===== src/verilog/pmbs_pkg.sv =====
// What this block does
// - address multiplex field sits at port control high bits 4:3.
// - field 00 keeps data and all sixteen address bits on separate lines.
// - field 01 puts low address on data lines, latch strobe on pin 0.
// - partial multiplex adds one whole cycle carrying the low address byte.
// - field 10 adds two cycles: low byte with low strobe, high with high.
// - chip select bit positions read as zero in the multiplexed high byte.
// - two chip selects share high address bits 6 and 7, skipped by stepping.
// - chip select function field sits at port control low bits 7:6.
// - address steps once per operation, when it completes and busy drops.
// - chip select bits used as address take part in stepping, else stay.
// - begin wait field bits 7:6 sets setup cycles before the strobe.
// - middle wait field bits 5:2 sets strobe length; zero voids begin/end.
// - end wait field bits 1:0 sets hold cycles after the strobe.
// - software read of input data low starts a bus read, byte stored low.
// - wide data mode: one read does two bus reads, low then high.
// - software write of input data low starts a bus write of that byte.
// - wide data mode: one write does two bus writes, low then high.
// - busy is set every operation cycle but the last.
// - while busy, new reads or writes of input data low are ignored.
// - with interrupt enabled, every completed operation raises a request.
// - wide mode sends low byte first, byte enable while high byte is out.
// - master mode 3 uses direction plus enable strobe; mode 2 separate strobes.
// - each pin enable bit routes its function to the address pin, else the pin holds zero.
package pmbs_pkg;
   localparam int PCH_ENABLE = 7;
   localparam int PCH_MUX_HI = 4;
   localparam int PCH_MUX_LO = 3;
   localparam int PCH_BE_EN = 2;
   localparam int PCH_WR_EN = 1;
   localparam int PCH_RD_EN = 0;
   localparam int PCL_CSF_HI = 7;
   localparam int PCL_CSF_LO = 6;
   localparam int PMH_INC_HI = 4;
   localparam int PMH_INC_LO = 3;
   localparam int PMH_WIDE = 2;
   localparam int PMH_MODE_HI = 1;
   localparam int PMH_MODE_LO = 0;
   localparam int PML_WB_HI = 7;
   localparam int PML_WB_LO = 6;
   localparam int PML_WM_HI = 5;
   localparam int PML_WM_LO = 2;
   localparam int PML_WE_HI = 1;
   localparam int PML_WE_LO = 0;
   localparam int ADDR_CS1_BIT = 14;
   localparam int ADDR_CS2_BIT = 15;
   localparam logic [1:0] MUX_NONE = 2'h0;
   localparam logic [1:0] MUX_PART = 2'h1;
   localparam logic [1:0] MUX_FULL = 2'h2;
   localparam logic [1:0] CSF_NONE = 2'h0;
   localparam logic [1:0] CSF_CS2 = 2'h1;
   localparam logic [1:0] INC_UP = 2'h1;
   localparam logic [1:0] INC_DOWN = 2'h2;
   localparam logic [1:0] MODE_SEPARATE = 2'h2;
   localparam logic [1:0] MODE_ENABLE = 2'h3;
   localparam logic [15:0] ADDR_RESET = 16'h0000;
   localparam logic [7:0] DATA_RESET = 8'h00;
   typedef enum logic [5:0] {
      S_IDLE = 6'h01,
      S_ADRL = 6'h02,
      S_ADRH = 6'h04,
      S_SETUP = 6'h08,
      S_STROBE = 6'h10,
      S_HOLD = 6'h20
   } pmbs_state_t;
endpackage


===== src/verilog/pmbs_sequencer.sv =====
`timescale 1ns/1ns
`default_nettype none
module pmbs_sequencer (
   input wire logic clk,
   input wire logic rstn,
   input wire logic [7:0] port_control_high,
   input wire logic [7:0] port_control_low,
   input wire logic [7:0] port_mode_high,
   input wire logic [7:0] port_mode_low,
   input wire logic [15:0] pin_enable_bits,
   input wire logic irq_enable,
   input wire logic addr_load,
   input wire logic [15:0] addr_load_data,
   input wire logic sw_read_low,
   input wire logic sw_write_low,
   input wire logic [7:0] sw_wdata_low,
   input wire logic sw_write_high,
   input wire logic [7:0] sw_wdata_high,
   input wire logic [7:0] bus_data_in,
   output logic [7:0] bus_data_out,
   output logic bus_data_oe_n,
   output logic [15:0] addr_pins,
   output logic read_strobe,
   output logic write_strobe,
   output logic enable_strobe,
   output logic byte_enable_strobe,
   output logic addr_latch_low_strobe,
   output logic addr_latch_high_strobe,
   output logic chip_select_one,
   output logic chip_select_two,
   output logic [15:0] address_reg,
   output logic [7:0] input_data_low_reg,
   output logic [7:0] input_data_high_reg,
   output logic busy,
   output logic irq
);
   logic [1:0] mux_sel;
   logic [1:0] csf;
   logic [1:0] mmode;
   logic [1:0] wb;
   logic [3:0] wm;
   logic [1:0] we;
   logic wide;
   logic master_on;

   assign mux_sel = port_control_high[pmbs_pkg::PCH_MUX_HI:pmbs_pkg::PCH_MUX_LO];
   assign csf = port_control_low[pmbs_pkg::PCL_CSF_HI:pmbs_pkg::PCL_CSF_LO];
   assign mmode = port_mode_high[pmbs_pkg::PMH_MODE_HI:pmbs_pkg::PMH_MODE_LO];
   assign wide = port_mode_high[pmbs_pkg::PMH_WIDE];
   assign wb = port_mode_low[pmbs_pkg::PML_WB_HI:pmbs_pkg::PML_WB_LO];
   assign wm = port_mode_low[pmbs_pkg::PML_WM_HI:pmbs_pkg::PML_WM_LO];
   assign we = port_mode_low[pmbs_pkg::PML_WE_HI:pmbs_pkg::PML_WE_LO];
   assign master_on = port_control_high[pmbs_pkg::PCH_ENABLE] & mmode[1];

   // bus input: three stages, value taken once stages two and three agree
   logic [7:0] din_s1_reg;
   logic [7:0] din_s2_reg;
   logic [7:0] din_s3_reg;
   logic [7:0] din_reg;
   logic [7:0] din_next;

   always_comb begin
      din_next = (din_s2_reg == din_s3_reg) ? din_s3_reg : din_reg;
   end

   always_ff @(posedge clk or negedge rstn) begin
      if (!rstn) begin
         din_s1_reg <= pmbs_pkg::DATA_RESET;
         din_s2_reg <= pmbs_pkg::DATA_RESET;
         din_s3_reg <= pmbs_pkg::DATA_RESET;
         din_reg <= pmbs_pkg::DATA_RESET;
      end else begin
         din_s1_reg <= bus_data_in;
         din_s2_reg <= din_s1_reg;
         din_s3_reg <= din_s2_reg;
         din_reg <= din_next;
      end
   end

   // sequencer
   pmbs_pkg::pmbs_state_t state_reg;
   pmbs_pkg::pmbs_state_t state_next;
   logic second_reg;
   logic second_next;
   logic dir_wr_reg;
   logic dir_wr_next;
   logic phase_last;
   logic op_last;
   logic accept;
   logic trig;
   logic [3:0] tload_val;
   logic [15:0] addr_stepped;
   logic [15:0] address_next;
   logic [7:0] low_next;
   logic [7:0] high_next;
   logic irq_next;
   pmbs_pkg::pmbs_state_t data_start;
   pmbs_pkg::pmbs_state_t op_start;

   pmbs_wait_timer u_timer (
      .clk(clk),
      .rstn(rstn),
      .load(phase_last | (state_reg == pmbs_pkg::S_IDLE)),
      .load_val(tload_val),
      .last(phase_last)
   );

   pmbs_addr_step u_step (
      .addr(address_reg),
      .inc_mode(port_mode_high[pmbs_pkg::PMH_INC_HI:pmbs_pkg::PMH_INC_LO]),
      .cs_func(csf),
      .addr_stepped(addr_stepped)
   );

   always_comb begin
      // zero middle wait means a bare one-cycle strobe
      if (wm != 4'h0 && wb != 2'h0) begin
         data_start = pmbs_pkg::S_SETUP;
      end else begin
         data_start = pmbs_pkg::S_STROBE;
      end
      if (mux_sel == pmbs_pkg::MUX_PART || mux_sel == pmbs_pkg::MUX_FULL) begin
         op_start = pmbs_pkg::S_ADRL;
      end else begin
         op_start = data_start;
      end
      op_last = 1'b0;
      if (wide == second_reg || !wide) begin
         if (state_reg == pmbs_pkg::S_HOLD) begin
            op_last = phase_last;
         end else if (state_reg == pmbs_pkg::S_STROBE) begin
            op_last = phase_last & ~(wm != 4'h0 && we != 2'h0);
         end
      end
      busy = (state_reg != pmbs_pkg::S_IDLE) & ~op_last;
      trig = sw_read_low | sw_write_low;
      accept = master_on & trig & ~busy;
      state_next = state_reg;
      second_next = second_reg;
      dir_wr_next = dir_wr_reg;
      if (accept) begin
         dir_wr_next = sw_write_low;
      end
      case (state_reg)
         pmbs_pkg::S_IDLE: begin
            if (accept) begin
               state_next = op_start;
               second_next = 1'b0;
            end
         end
         pmbs_pkg::S_ADRL: begin
            if (mux_sel == pmbs_pkg::MUX_FULL) begin
               state_next = pmbs_pkg::S_ADRH;
            end else begin
               state_next = data_start;
            end
         end
         pmbs_pkg::S_ADRH: state_next = data_start;
         pmbs_pkg::S_SETUP: begin
            if (phase_last) begin
               state_next = pmbs_pkg::S_STROBE;
            end
         end
         pmbs_pkg::S_STROBE, pmbs_pkg::S_HOLD: begin
            if (op_last) begin
               state_next = accept ? op_start : pmbs_pkg::S_IDLE;
               second_next = 1'b0;
            end else if (state_reg == pmbs_pkg::S_STROBE && phase_last &&
                         wm != 4'h0 && we != 2'h0) begin
               state_next = pmbs_pkg::S_HOLD;
            end else if (phase_last) begin
               state_next = data_start;
               second_next = 1'b1;
            end
         end
         default: state_next = pmbs_pkg::S_IDLE;
      endcase
      case (state_next)
         pmbs_pkg::S_SETUP: tload_val = {2'h0, wb} - 4'h1;
         pmbs_pkg::S_STROBE: tload_val = (wm == 4'h0) ? 4'h0 : wm - 4'h1;
         pmbs_pkg::S_HOLD: tload_val = {2'h0, we} - 4'h1;
         default: tload_val = 4'h0;
      endcase
   end

   // registers seen by software; stale read value is what software expects
   always_comb begin
      address_next = address_reg;
      if (op_last) begin
         address_next = addr_stepped;
      end else if (addr_load && !busy) begin
         address_next = addr_load_data;
      end
      low_next = input_data_low_reg;
      high_next = sw_write_high ? sw_wdata_high : input_data_high_reg;
      if (accept && sw_write_low) begin
         low_next = sw_wdata_low;
      end
      if (state_reg == pmbs_pkg::S_STROBE && phase_last && !dir_wr_reg) begin
         if (second_reg) begin
            high_next = din_reg;
         end else begin
            low_next = din_reg;
         end
      end
      irq_next = op_last & irq_enable;
   end

   always_ff @(posedge clk or negedge rstn) begin
      if (!rstn) begin
         state_reg <= pmbs_pkg::S_IDLE;
         second_reg <= 1'b0;
         dir_wr_reg <= 1'b0;
         address_reg <= pmbs_pkg::ADDR_RESET;
         input_data_low_reg <= pmbs_pkg::DATA_RESET;
         input_data_high_reg <= pmbs_pkg::DATA_RESET;
         irq <= 1'b0;
      end else begin
         state_reg <= state_next;
         second_reg <= second_next;
         dir_wr_reg <= dir_wr_next;
         address_reg <= address_next;
         input_data_low_reg <= low_next;
         input_data_high_reg <= high_next;
         irq <= irq_next;
      end
   end

   // pin outputs, registered from the next state so they line up with it
   logic [7:0] dout_next;
   logic doe_n_next;
   logic [15:0] apin_next;
   logic rd_next, wr_next, en_next, be_next, all_next, alh_next, cs1_next, cs2_next;
   logic in_op;
   logic strobing;
   logic [15:0] addr_hi_masked;

   always_comb begin
      in_op = (state_next != pmbs_pkg::S_IDLE);
      strobing = (state_next == pmbs_pkg::S_STROBE);
      addr_hi_masked = address_next;
      if (csf != pmbs_pkg::CSF_NONE) begin
         addr_hi_masked[pmbs_pkg::ADDR_CS2_BIT] = 1'b0;
      end
      if (csf != pmbs_pkg::CSF_NONE && csf != pmbs_pkg::CSF_CS2) begin
         addr_hi_masked[pmbs_pkg::ADDR_CS1_BIT] = 1'b0;
      end
      all_next = (state_next == pmbs_pkg::S_ADRL);
      alh_next = (state_next == pmbs_pkg::S_ADRH);
      doe_n_next = 1'b1;
      dout_next = bus_data_out;
      if (all_next) begin
         dout_next = address_next[7:0];
         doe_n_next = 1'b0;
      end else if (alh_next) begin
         dout_next = addr_hi_masked[15:8];
         doe_n_next = 1'b0;
      end else if (in_op && dir_wr_next) begin
         dout_next = second_next ? high_next : low_next;
         doe_n_next = 1'b0;
      end
      apin_next = addr_hi_masked;
      if (mux_sel == pmbs_pkg::MUX_PART || mux_sel == pmbs_pkg::MUX_FULL) begin
         apin_next[0] = all_next;
      end
      if (mux_sel == pmbs_pkg::MUX_FULL) begin
         apin_next[1] = alh_next;
         apin_next[15:8] = addr_hi_masked[15:8] & 8'h00;
      end
      cs2_next = in_op & (csf != pmbs_pkg::CSF_NONE) & address_next[pmbs_pkg::ADDR_CS2_BIT];
      cs1_next = in_op & (csf != pmbs_pkg::CSF_NONE) & (csf != pmbs_pkg::CSF_CS2) &
                 address_next[pmbs_pkg::ADDR_CS1_BIT];
      apin_next[pmbs_pkg::ADDR_CS2_BIT] = (csf == pmbs_pkg::CSF_NONE) ?
                                          apin_next[pmbs_pkg::ADDR_CS2_BIT] : cs2_next;
      if (csf != pmbs_pkg::CSF_NONE && csf != pmbs_pkg::CSF_CS2) begin
         apin_next[pmbs_pkg::ADDR_CS1_BIT] = cs1_next;
      end
      apin_next = apin_next & pin_enable_bits;
      if (mmode == pmbs_pkg::MODE_ENABLE) begin
         rd_next = in_op & ~dir_wr_next;
         wr_next = 1'b0;
         en_next = strobing;
      end else begin
         rd_next = strobing & ~dir_wr_next;
         wr_next = strobing & dir_wr_next;
         en_next = 1'b0;
      end
      rd_next = rd_next & port_control_high[pmbs_pkg::PCH_RD_EN];
      wr_next = wr_next & port_control_high[pmbs_pkg::PCH_WR_EN];
      be_next = in_op & second_next & port_control_high[pmbs_pkg::PCH_BE_EN];
      all_next = all_next & pin_enable_bits[0];
      alh_next = alh_next & pin_enable_bits[1];
   end

   always_ff @(posedge clk or negedge rstn) begin
      if (!rstn) begin
         bus_data_out <= pmbs_pkg::DATA_RESET;
         bus_data_oe_n <= 1'b1;
         addr_pins <= pmbs_pkg::ADDR_RESET;
         read_strobe <= 1'b0;
         write_strobe <= 1'b0;
         enable_strobe <= 1'b0;
         byte_enable_strobe <= 1'b0;
         addr_latch_low_strobe <= 1'b0;
         addr_latch_high_strobe <= 1'b0;
         chip_select_one <= 1'b0;
         chip_select_two <= 1'b0;
      end else begin
         bus_data_out <= dout_next;
         bus_data_oe_n <= doe_n_next;
         addr_pins <= apin_next;
         read_strobe <= rd_next;
         write_strobe <= wr_next;
         enable_strobe <= en_next;
         byte_enable_strobe <= be_next;
         addr_latch_low_strobe <= all_next;
         addr_latch_high_strobe <= alh_next;
         chip_select_one <= cs1_next;
         chip_select_two <= cs2_next;
      end
   end

   property p_idle_not_busy;
      @(posedge clk) disable iff (!rstn) (state_reg == pmbs_pkg::S_IDLE) |-> !busy;
   endproperty
   a_idle_not_busy: assert property (p_idle_not_busy) else $error("busy while idle");

   property p_busy_ignores;
      @(posedge clk) disable iff (!rstn) busy |=> $stable(dir_wr_reg);
   endproperty
   a_busy_ignores: assert property (p_busy_ignores) else $error("request taken while busy");

   property p_part_one_cycle;
      @(posedge clk) disable iff (!rstn)
         (accept && state_reg == pmbs_pkg::S_IDLE && mux_sel == pmbs_pkg::MUX_PART)
         |=> (state_reg == pmbs_pkg::S_ADRL) ##1 (state_reg != pmbs_pkg::S_ADRL);
   endproperty
   a_part_one_cycle: assert property (p_part_one_cycle) else $error("partial address cycle");

   property p_full_two_cycles;
      @(posedge clk) disable iff (!rstn)
         (state_reg == pmbs_pkg::S_ADRL && mux_sel == pmbs_pkg::MUX_FULL)
         |=> (state_reg == pmbs_pkg::S_ADRH) ##1 (state_reg != pmbs_pkg::S_ADRH);
   endproperty
   a_full_two_cycles: assert property (p_full_two_cycles) else $error("full address cycles");

   property p_low_addr_out;
      @(posedge clk) disable iff (!rstn)
         (state_reg == pmbs_pkg::S_ADRL) |-> (!bus_data_oe_n && bus_data_out == address_reg[7:0]);
   endproperty
   a_low_addr_out: assert property (p_low_addr_out) else $error("low address not on data");

   property p_cs_zero;
      @(posedge clk) disable iff (!rstn)
         (state_reg == pmbs_pkg::S_ADRH && $past(csf) != pmbs_pkg::CSF_NONE) |-> !bus_data_out[7];
   endproperty
   a_cs_zero: assert property (p_cs_zero) else $error("chip select bit in high byte");

   property p_step_up;
      @(posedge clk) disable iff (!rstn)
         (op_last && csf == pmbs_pkg::CSF_NONE &&
          port_mode_high[pmbs_pkg::PMH_INC_HI:pmbs_pkg::PMH_INC_LO] == pmbs_pkg::INC_UP)
         |=> address_reg == $past(address_reg) + 16'h0001;
   endproperty
   a_step_up: assert property (p_step_up) else $error("address not incremented");

   property p_fast_strobe;
      @(posedge clk) disable iff (!rstn)
         (accept && state_reg == pmbs_pkg::S_IDLE && mux_sel == pmbs_pkg::MUX_NONE &&
          wm == 4'h0 && !wide) |=> (state_reg == pmbs_pkg::S_STROBE && !busy);
   endproperty
   a_fast_strobe: assert property (p_fast_strobe) else $error("single cycle op not bare");

   property p_irq_done;
      @(posedge clk) disable iff (!rstn) (op_last && irq_enable) |=> irq;
   endproperty
   a_irq_done: assert property (p_irq_done) else $error("no completion request");

   property p_be_second;
      @(posedge clk) disable iff (!rstn)
         byte_enable_strobe |-> (second_reg && state_reg != pmbs_pkg::S_IDLE);
   endproperty
   a_be_second: assert property (p_be_second) else $error("byte enable on first byte");
endmodule
`default_nettype wire


===== src/verilog/pmbs_wait_timer.sv =====
`timescale 1ns/1ns
`default_nettype none
module pmbs_wait_timer (
   input wire logic clk,
   input wire logic rstn,
   input wire logic load,
   input wire logic [3:0] load_val,
   output logic last
);
   logic [3:0] cnt_reg;
   logic [3:0] cnt_next;

   always_comb begin
      if (load) begin
         cnt_next = load_val;
      end else if (cnt_reg != 4'h0) begin
         cnt_next = cnt_reg - 4'h1;
      end else begin
         cnt_next = cnt_reg;
      end
   end

   always_ff @(posedge clk or negedge rstn) begin
      if (!rstn) begin
         cnt_reg <= 4'h0;
      end else begin
         cnt_reg <= cnt_next;
      end
   end

   assign last = (cnt_reg == 4'h0);
endmodule
`default_nettype wire


===== src/verilog/pmbs_addr_step.sv =====
`timescale 1ns/1ns
`default_nettype none
module pmbs_addr_step (
   input wire logic [15:0] addr,
   input wire logic [1:0] inc_mode,
   input wire logic [1:0] cs_func,
   output logic [15:0] addr_stepped
);
   // chip select bits held, the rest wraps inside its own width
   function automatic logic [15:0] cs_mask(input logic [1:0] csf);
      if (csf == pmbs_pkg::CSF_NONE) begin
         cs_mask = 16'h0000;
      end else if (csf == pmbs_pkg::CSF_CS2) begin
         cs_mask = 16'h8000;
      end else begin
         cs_mask = 16'hC000;
      end
   endfunction

   logic [15:0] raw;
   logic [15:0] keep;

   always_comb begin
      keep = cs_mask(cs_func);
      case (inc_mode)
         pmbs_pkg::INC_UP: raw = addr + 16'h0001;
         pmbs_pkg::INC_DOWN: raw = addr - 16'h0001;
         default: raw = addr;
      endcase
      addr_stepped = (addr & keep) | (raw & ~keep);
   end
endmodule
`default_nettype wire


===== config.mk =====
export PLATFORM = sky130hd
export DESIGN_NAME = pmbs_sequencer
export DESIGN_NICKNAME = d
export VERILOG_FILES = /design/src/verilog/pmbs_pkg.sv /design/src/verilog/pmbs_sequencer.sv /design/src/verilog/pmbs_wait_timer.sv /design/src/verilog/pmbs_addr_step.sv
export SDC_FILE = /design/constraint.sdc
export NUM_CORES = 1
export LEC_CHECK = 0
export BUFFER_PORTS_ARGS = -buffer_cell sky130_fd_sc_hd__buf_2
export CAP_MARGIN = 5
export CORE_UTILIZATION = 35
export CTS_BUF_LIST = sky130_fd_sc_hd__clkbuf_4 sky130_fd_sc_hd__clkbuf_8
export DETAILED_ROUTE_END_ITERATION = 6
export SYNTH_ARGS = -nofsm -noshare
export SYNTH_HDL_FRONTEND = slang
export SYNTH_SLANG_ARGS = --single-unit

===== constraint.sdc =====
create_clock -name clk -period 5.4 [get_ports clk]
set_input_delay 1.08 -clock clk [delete_from_list [all_inputs] [get_ports clk]]
set_output_delay 1.08 -clock clk [all_outputs]
set_load 0.05 [all_outputs]

==> impl_metrics.env <==
export IMPL_final_cell_mix="buf_2, dfrtp_1, nor2_1, a21oi_1, nand2_1"
export IMPL_postRouteAntennaNets=0
export IMPL_cp_end_kind="output port"
export IMPL_synth_area_sq_mm=0.005684
export IMPL_cts_tree="built"
export IMPL_ioPinCount=162
export IMPL_ir_worst_vdd_v=0.0002304
export IMPL_via_per_inst=5.161
export IMPL_synth_area_per_cell_sq_um=10.30
export IMPL_place_congestion=0.9012
export IMPL_post_cts_buffers=0
export IMPL_rsz0062_at_grt="false"
export IMPL_cts_resized=0
export IMPL_critPathArrivalTime_ns=2.73
export IMPL_dieArea_sq_mm=0.01675
export IMPL_fin_ws_ns=1.593
export IMPL_hold_viol=0
export IMPL_cts_root_buf="clkbuf_8"
export IMPL_cts_inserted_buffers=9
export IMPL_syn_nets=669
export IMPL_switchingPower_mw=1.767
export IMPL_routed_wl_microns=15240
export IMPL_clock_skew_final_ns=0.01765
export IMPL_wl_per_cell_microns=16.56
export IMPL_status="finished clean"
export IMPL_final_common_cell="buf_2"
export IMPL_path_cells="buf_2 > inv_1 > ha_1 > nor3b_2 > o21bai_4 > a21o_1 > nand2_1 > inv_1 > buf_2"
export IMPL_synth_cell_types=70
export IMPL_dp_hpwl_microns=11520
export IMPL_intPower_mw=1.832
export IMPL_maxCapViolations=0
export IMPL_fin_crit_sh_pct=70.50
export IMPL_n_antenna_cell=0
export IMPL_placed_cells=904
export IMPL_nNetsFinal=816
export IMPL_worst_path_buf_inv=4
export IMPL_antenna_found_initial=0
export IMPL_synth_seq_cells=110
export IMPL_ys_seq_area_share_pct=48.47
export IMPL_slew_violations=0
export IMPL_grt_pass1_wl_microns=23970
export IMPL_startpoint_type="input pin"
export IMPL_insertion_delay_ns=0.40
export IMPL_whs_ns=0.3560
export IMPL_slowest_stage="nor3b_2"
export IMPL_max_stage_delay_ns=0.51
export IMPL_drt_iter0_drc=262
export IMPL_comb_power_share_pct=52.1
export IMPL_initial_core_util_pct=35.78
export IMPL_netlist_instances=552
export IMPL_tightest_slew_ns=0.8451
export IMPL_max_freq_ghz=0.2627
export IMPL_rrSetupSlack_ns=2.36
export IMPL_path_delay_family="simple AND/OR/NAND/NOR gates"
export IMPL_core_sq_mm=0.01589
export IMPL_slew_limit_headroom_pct=43.66
export IMPL_drive_above_1_share_pct=28.69
export IMPL_seqPwrFrac_pct=32.9
export IMPL_io_buffers=150
export IMPL_overflow=0
export IMPL_vias=4748
export IMPL_async_reset_ff_share_pct=100.0
export IMPL_powerDensity_mw_per_mm2=523.7
export IMPL_numClockSinks=110
export IMPL_power_total_mw=3.599
export IMPL_n_fill_cell=1549
export IMPL_hold_buffers=0
export IMPL_cp_required_ns=4.32
export IMPL_timing_final_crit_period_ns=3.807
export IMPL_clk_pin_slew_ns=0.10
export IMPL_route_detailed_drc=0
export IMPL_dp_worst_setup_slack_ns=1.225
export IMPL_hold_class="flop to flop"
export IMPL_synth_edff_count=0
export IMPL_yosysWarnings=0
export IMPL_setup_viol=0
export IMPL_p_leak_nw=3.347
export IMPL_die_h_microns=129.4
export IMPL_path_max_fanout=8
export IMPL_ys_flop_type="dfrtp_1"
export IMPL_syn_to_final_growth_pct=20.89
export IMPL_cts_max_path_buffers=2
export IMPL_rows=46
export IMPL_htree_levels=3
export IMPL_gr_usage_all_layers_pct=18.89
export IMPL_switching_share_pct=49.10
export IMPL_fin_tns_setup_ns=0
export IMPL_grt_pass1_vias=4663
export IMPL_finalNonFillerCells=920
export IMPL_die_w_microns=129.4
export IMPL_grt_max_degree=67
export IMPL_worstSetupPathType="input pin to output port"
export IMPL_dr_pass1_iters=4
export IMPL_power_frac_clock_pct=15.0
[area by class of cell]
cell class	instances	area, sq um	area share [%]
inverters	26	97.59	1.420
repair buffers	155	790.8	11.51
clock inverters	6	78.83	1.147
multi-input cells	397	2748	39.99
flip-flops and latches	110	2755	40.09
clock buffers	10	131.4	1.912
well taps	216	270.3	3.933
[power groups by stage]
stage,Clock [mW],Sequential [mW],Combinational (mW)
global route,0.591,1.21,2.02
CTS,0.558,1.18,1.87
floorplan,0,1.75,0.834
global placement,0,1.20,1.84
detailed placement,0,1.20,1.87
finish,0.539,1.18,1.88
[metal layers]
layer | share of wire (%) | track usage [%] | wire length [microns] | vias to the layer above
met1 | 47 | 25.48 | 7090 | 2309
met2 | 47 | 30.52 | 7223 | 140
met5 | 0 | 0 | 0 | -
li1 | - | - | - | 2284
met3 | 4.5 | 3.097 | 688 | 15
met4 | 1.5 | 7.045 | 233 | 0
[through the flow]
| stage | instance area (sq um) | utilization, % |
|---|---|---|
| 2_1_floorplan | 5684 | - |
| 3_3_place_gp | 6661 | 41.93 |
| 3_5_place_dp | 6661 | 41.93 |
| 4_1_cts | 6872 | 43.26 |
| 5_1_grt | 6872 | 43.26 |
| 6_report | 6872 | 43.26 |
[synthesized netlist by cell type, types with 5 or more instances]
library cell	number	area share (%)
nor2_1	55	3.6
o21ai_0	24	2.1
xor2_1	8	1.2
o31ai_1	6	0.79
dfrtp_1	108	48
a21oi_1	40	3.5
mux2i_1	22	3.9
nand3_1	7	0.62
nand2b_1	7	0.77
inv_1	26	1.7
xnor2_1	15	2.3
a31oi_1	5	0.55
a21o_1	7	0.92
a221o_1	5	0.88
ha_1	21	4.6
nor3_1	18	1.6
o211ai_1	5	0.66
o22ai_1	6	0.66
a211oi_1	5	0.66
nand2_1	35	2.3
and2_1	13	1.4
nand4_1	5	0.55
mux2_2	14	2.8
clkbuf_1	13	0.86
[worst paths after layout]
kind	cells past startpoint	end	from
setup / recovery	9	busy	port_mode_low[2]
hold / removal	0	din_s2_reg[7]	din_s1_reg[7]
setup reg to reg	8	bus_data_out[6]	u_timer.cnt_reg[0]
hold reg to reg	0	din_s2_reg[7]	din_s1_reg[7]
max in group asynchronous	2	input_data_low_reg[3]	rstn
min in group asynchronous	1	addr_pins[6]	rstn
[logic make-up (layout without fill, tap and decap cells)]
group / after synthesis / count (layout) / share of synthesized area, %
and+or+nand+nor: 172 / 172 / 15.72
AOI/OAI and AO/OA: 144 / 144 / 17.46
DFF: 110 / 110 / 48.47
buffers and inverters: 45 / 197 / 3.192
muxes: 36 / 36 / 6.648
xor gates and xnor gates: 23 / 23 / 3.544
adders and majority gates: 22 / 22 / 4.975
(Power assumes the default switching activity.)
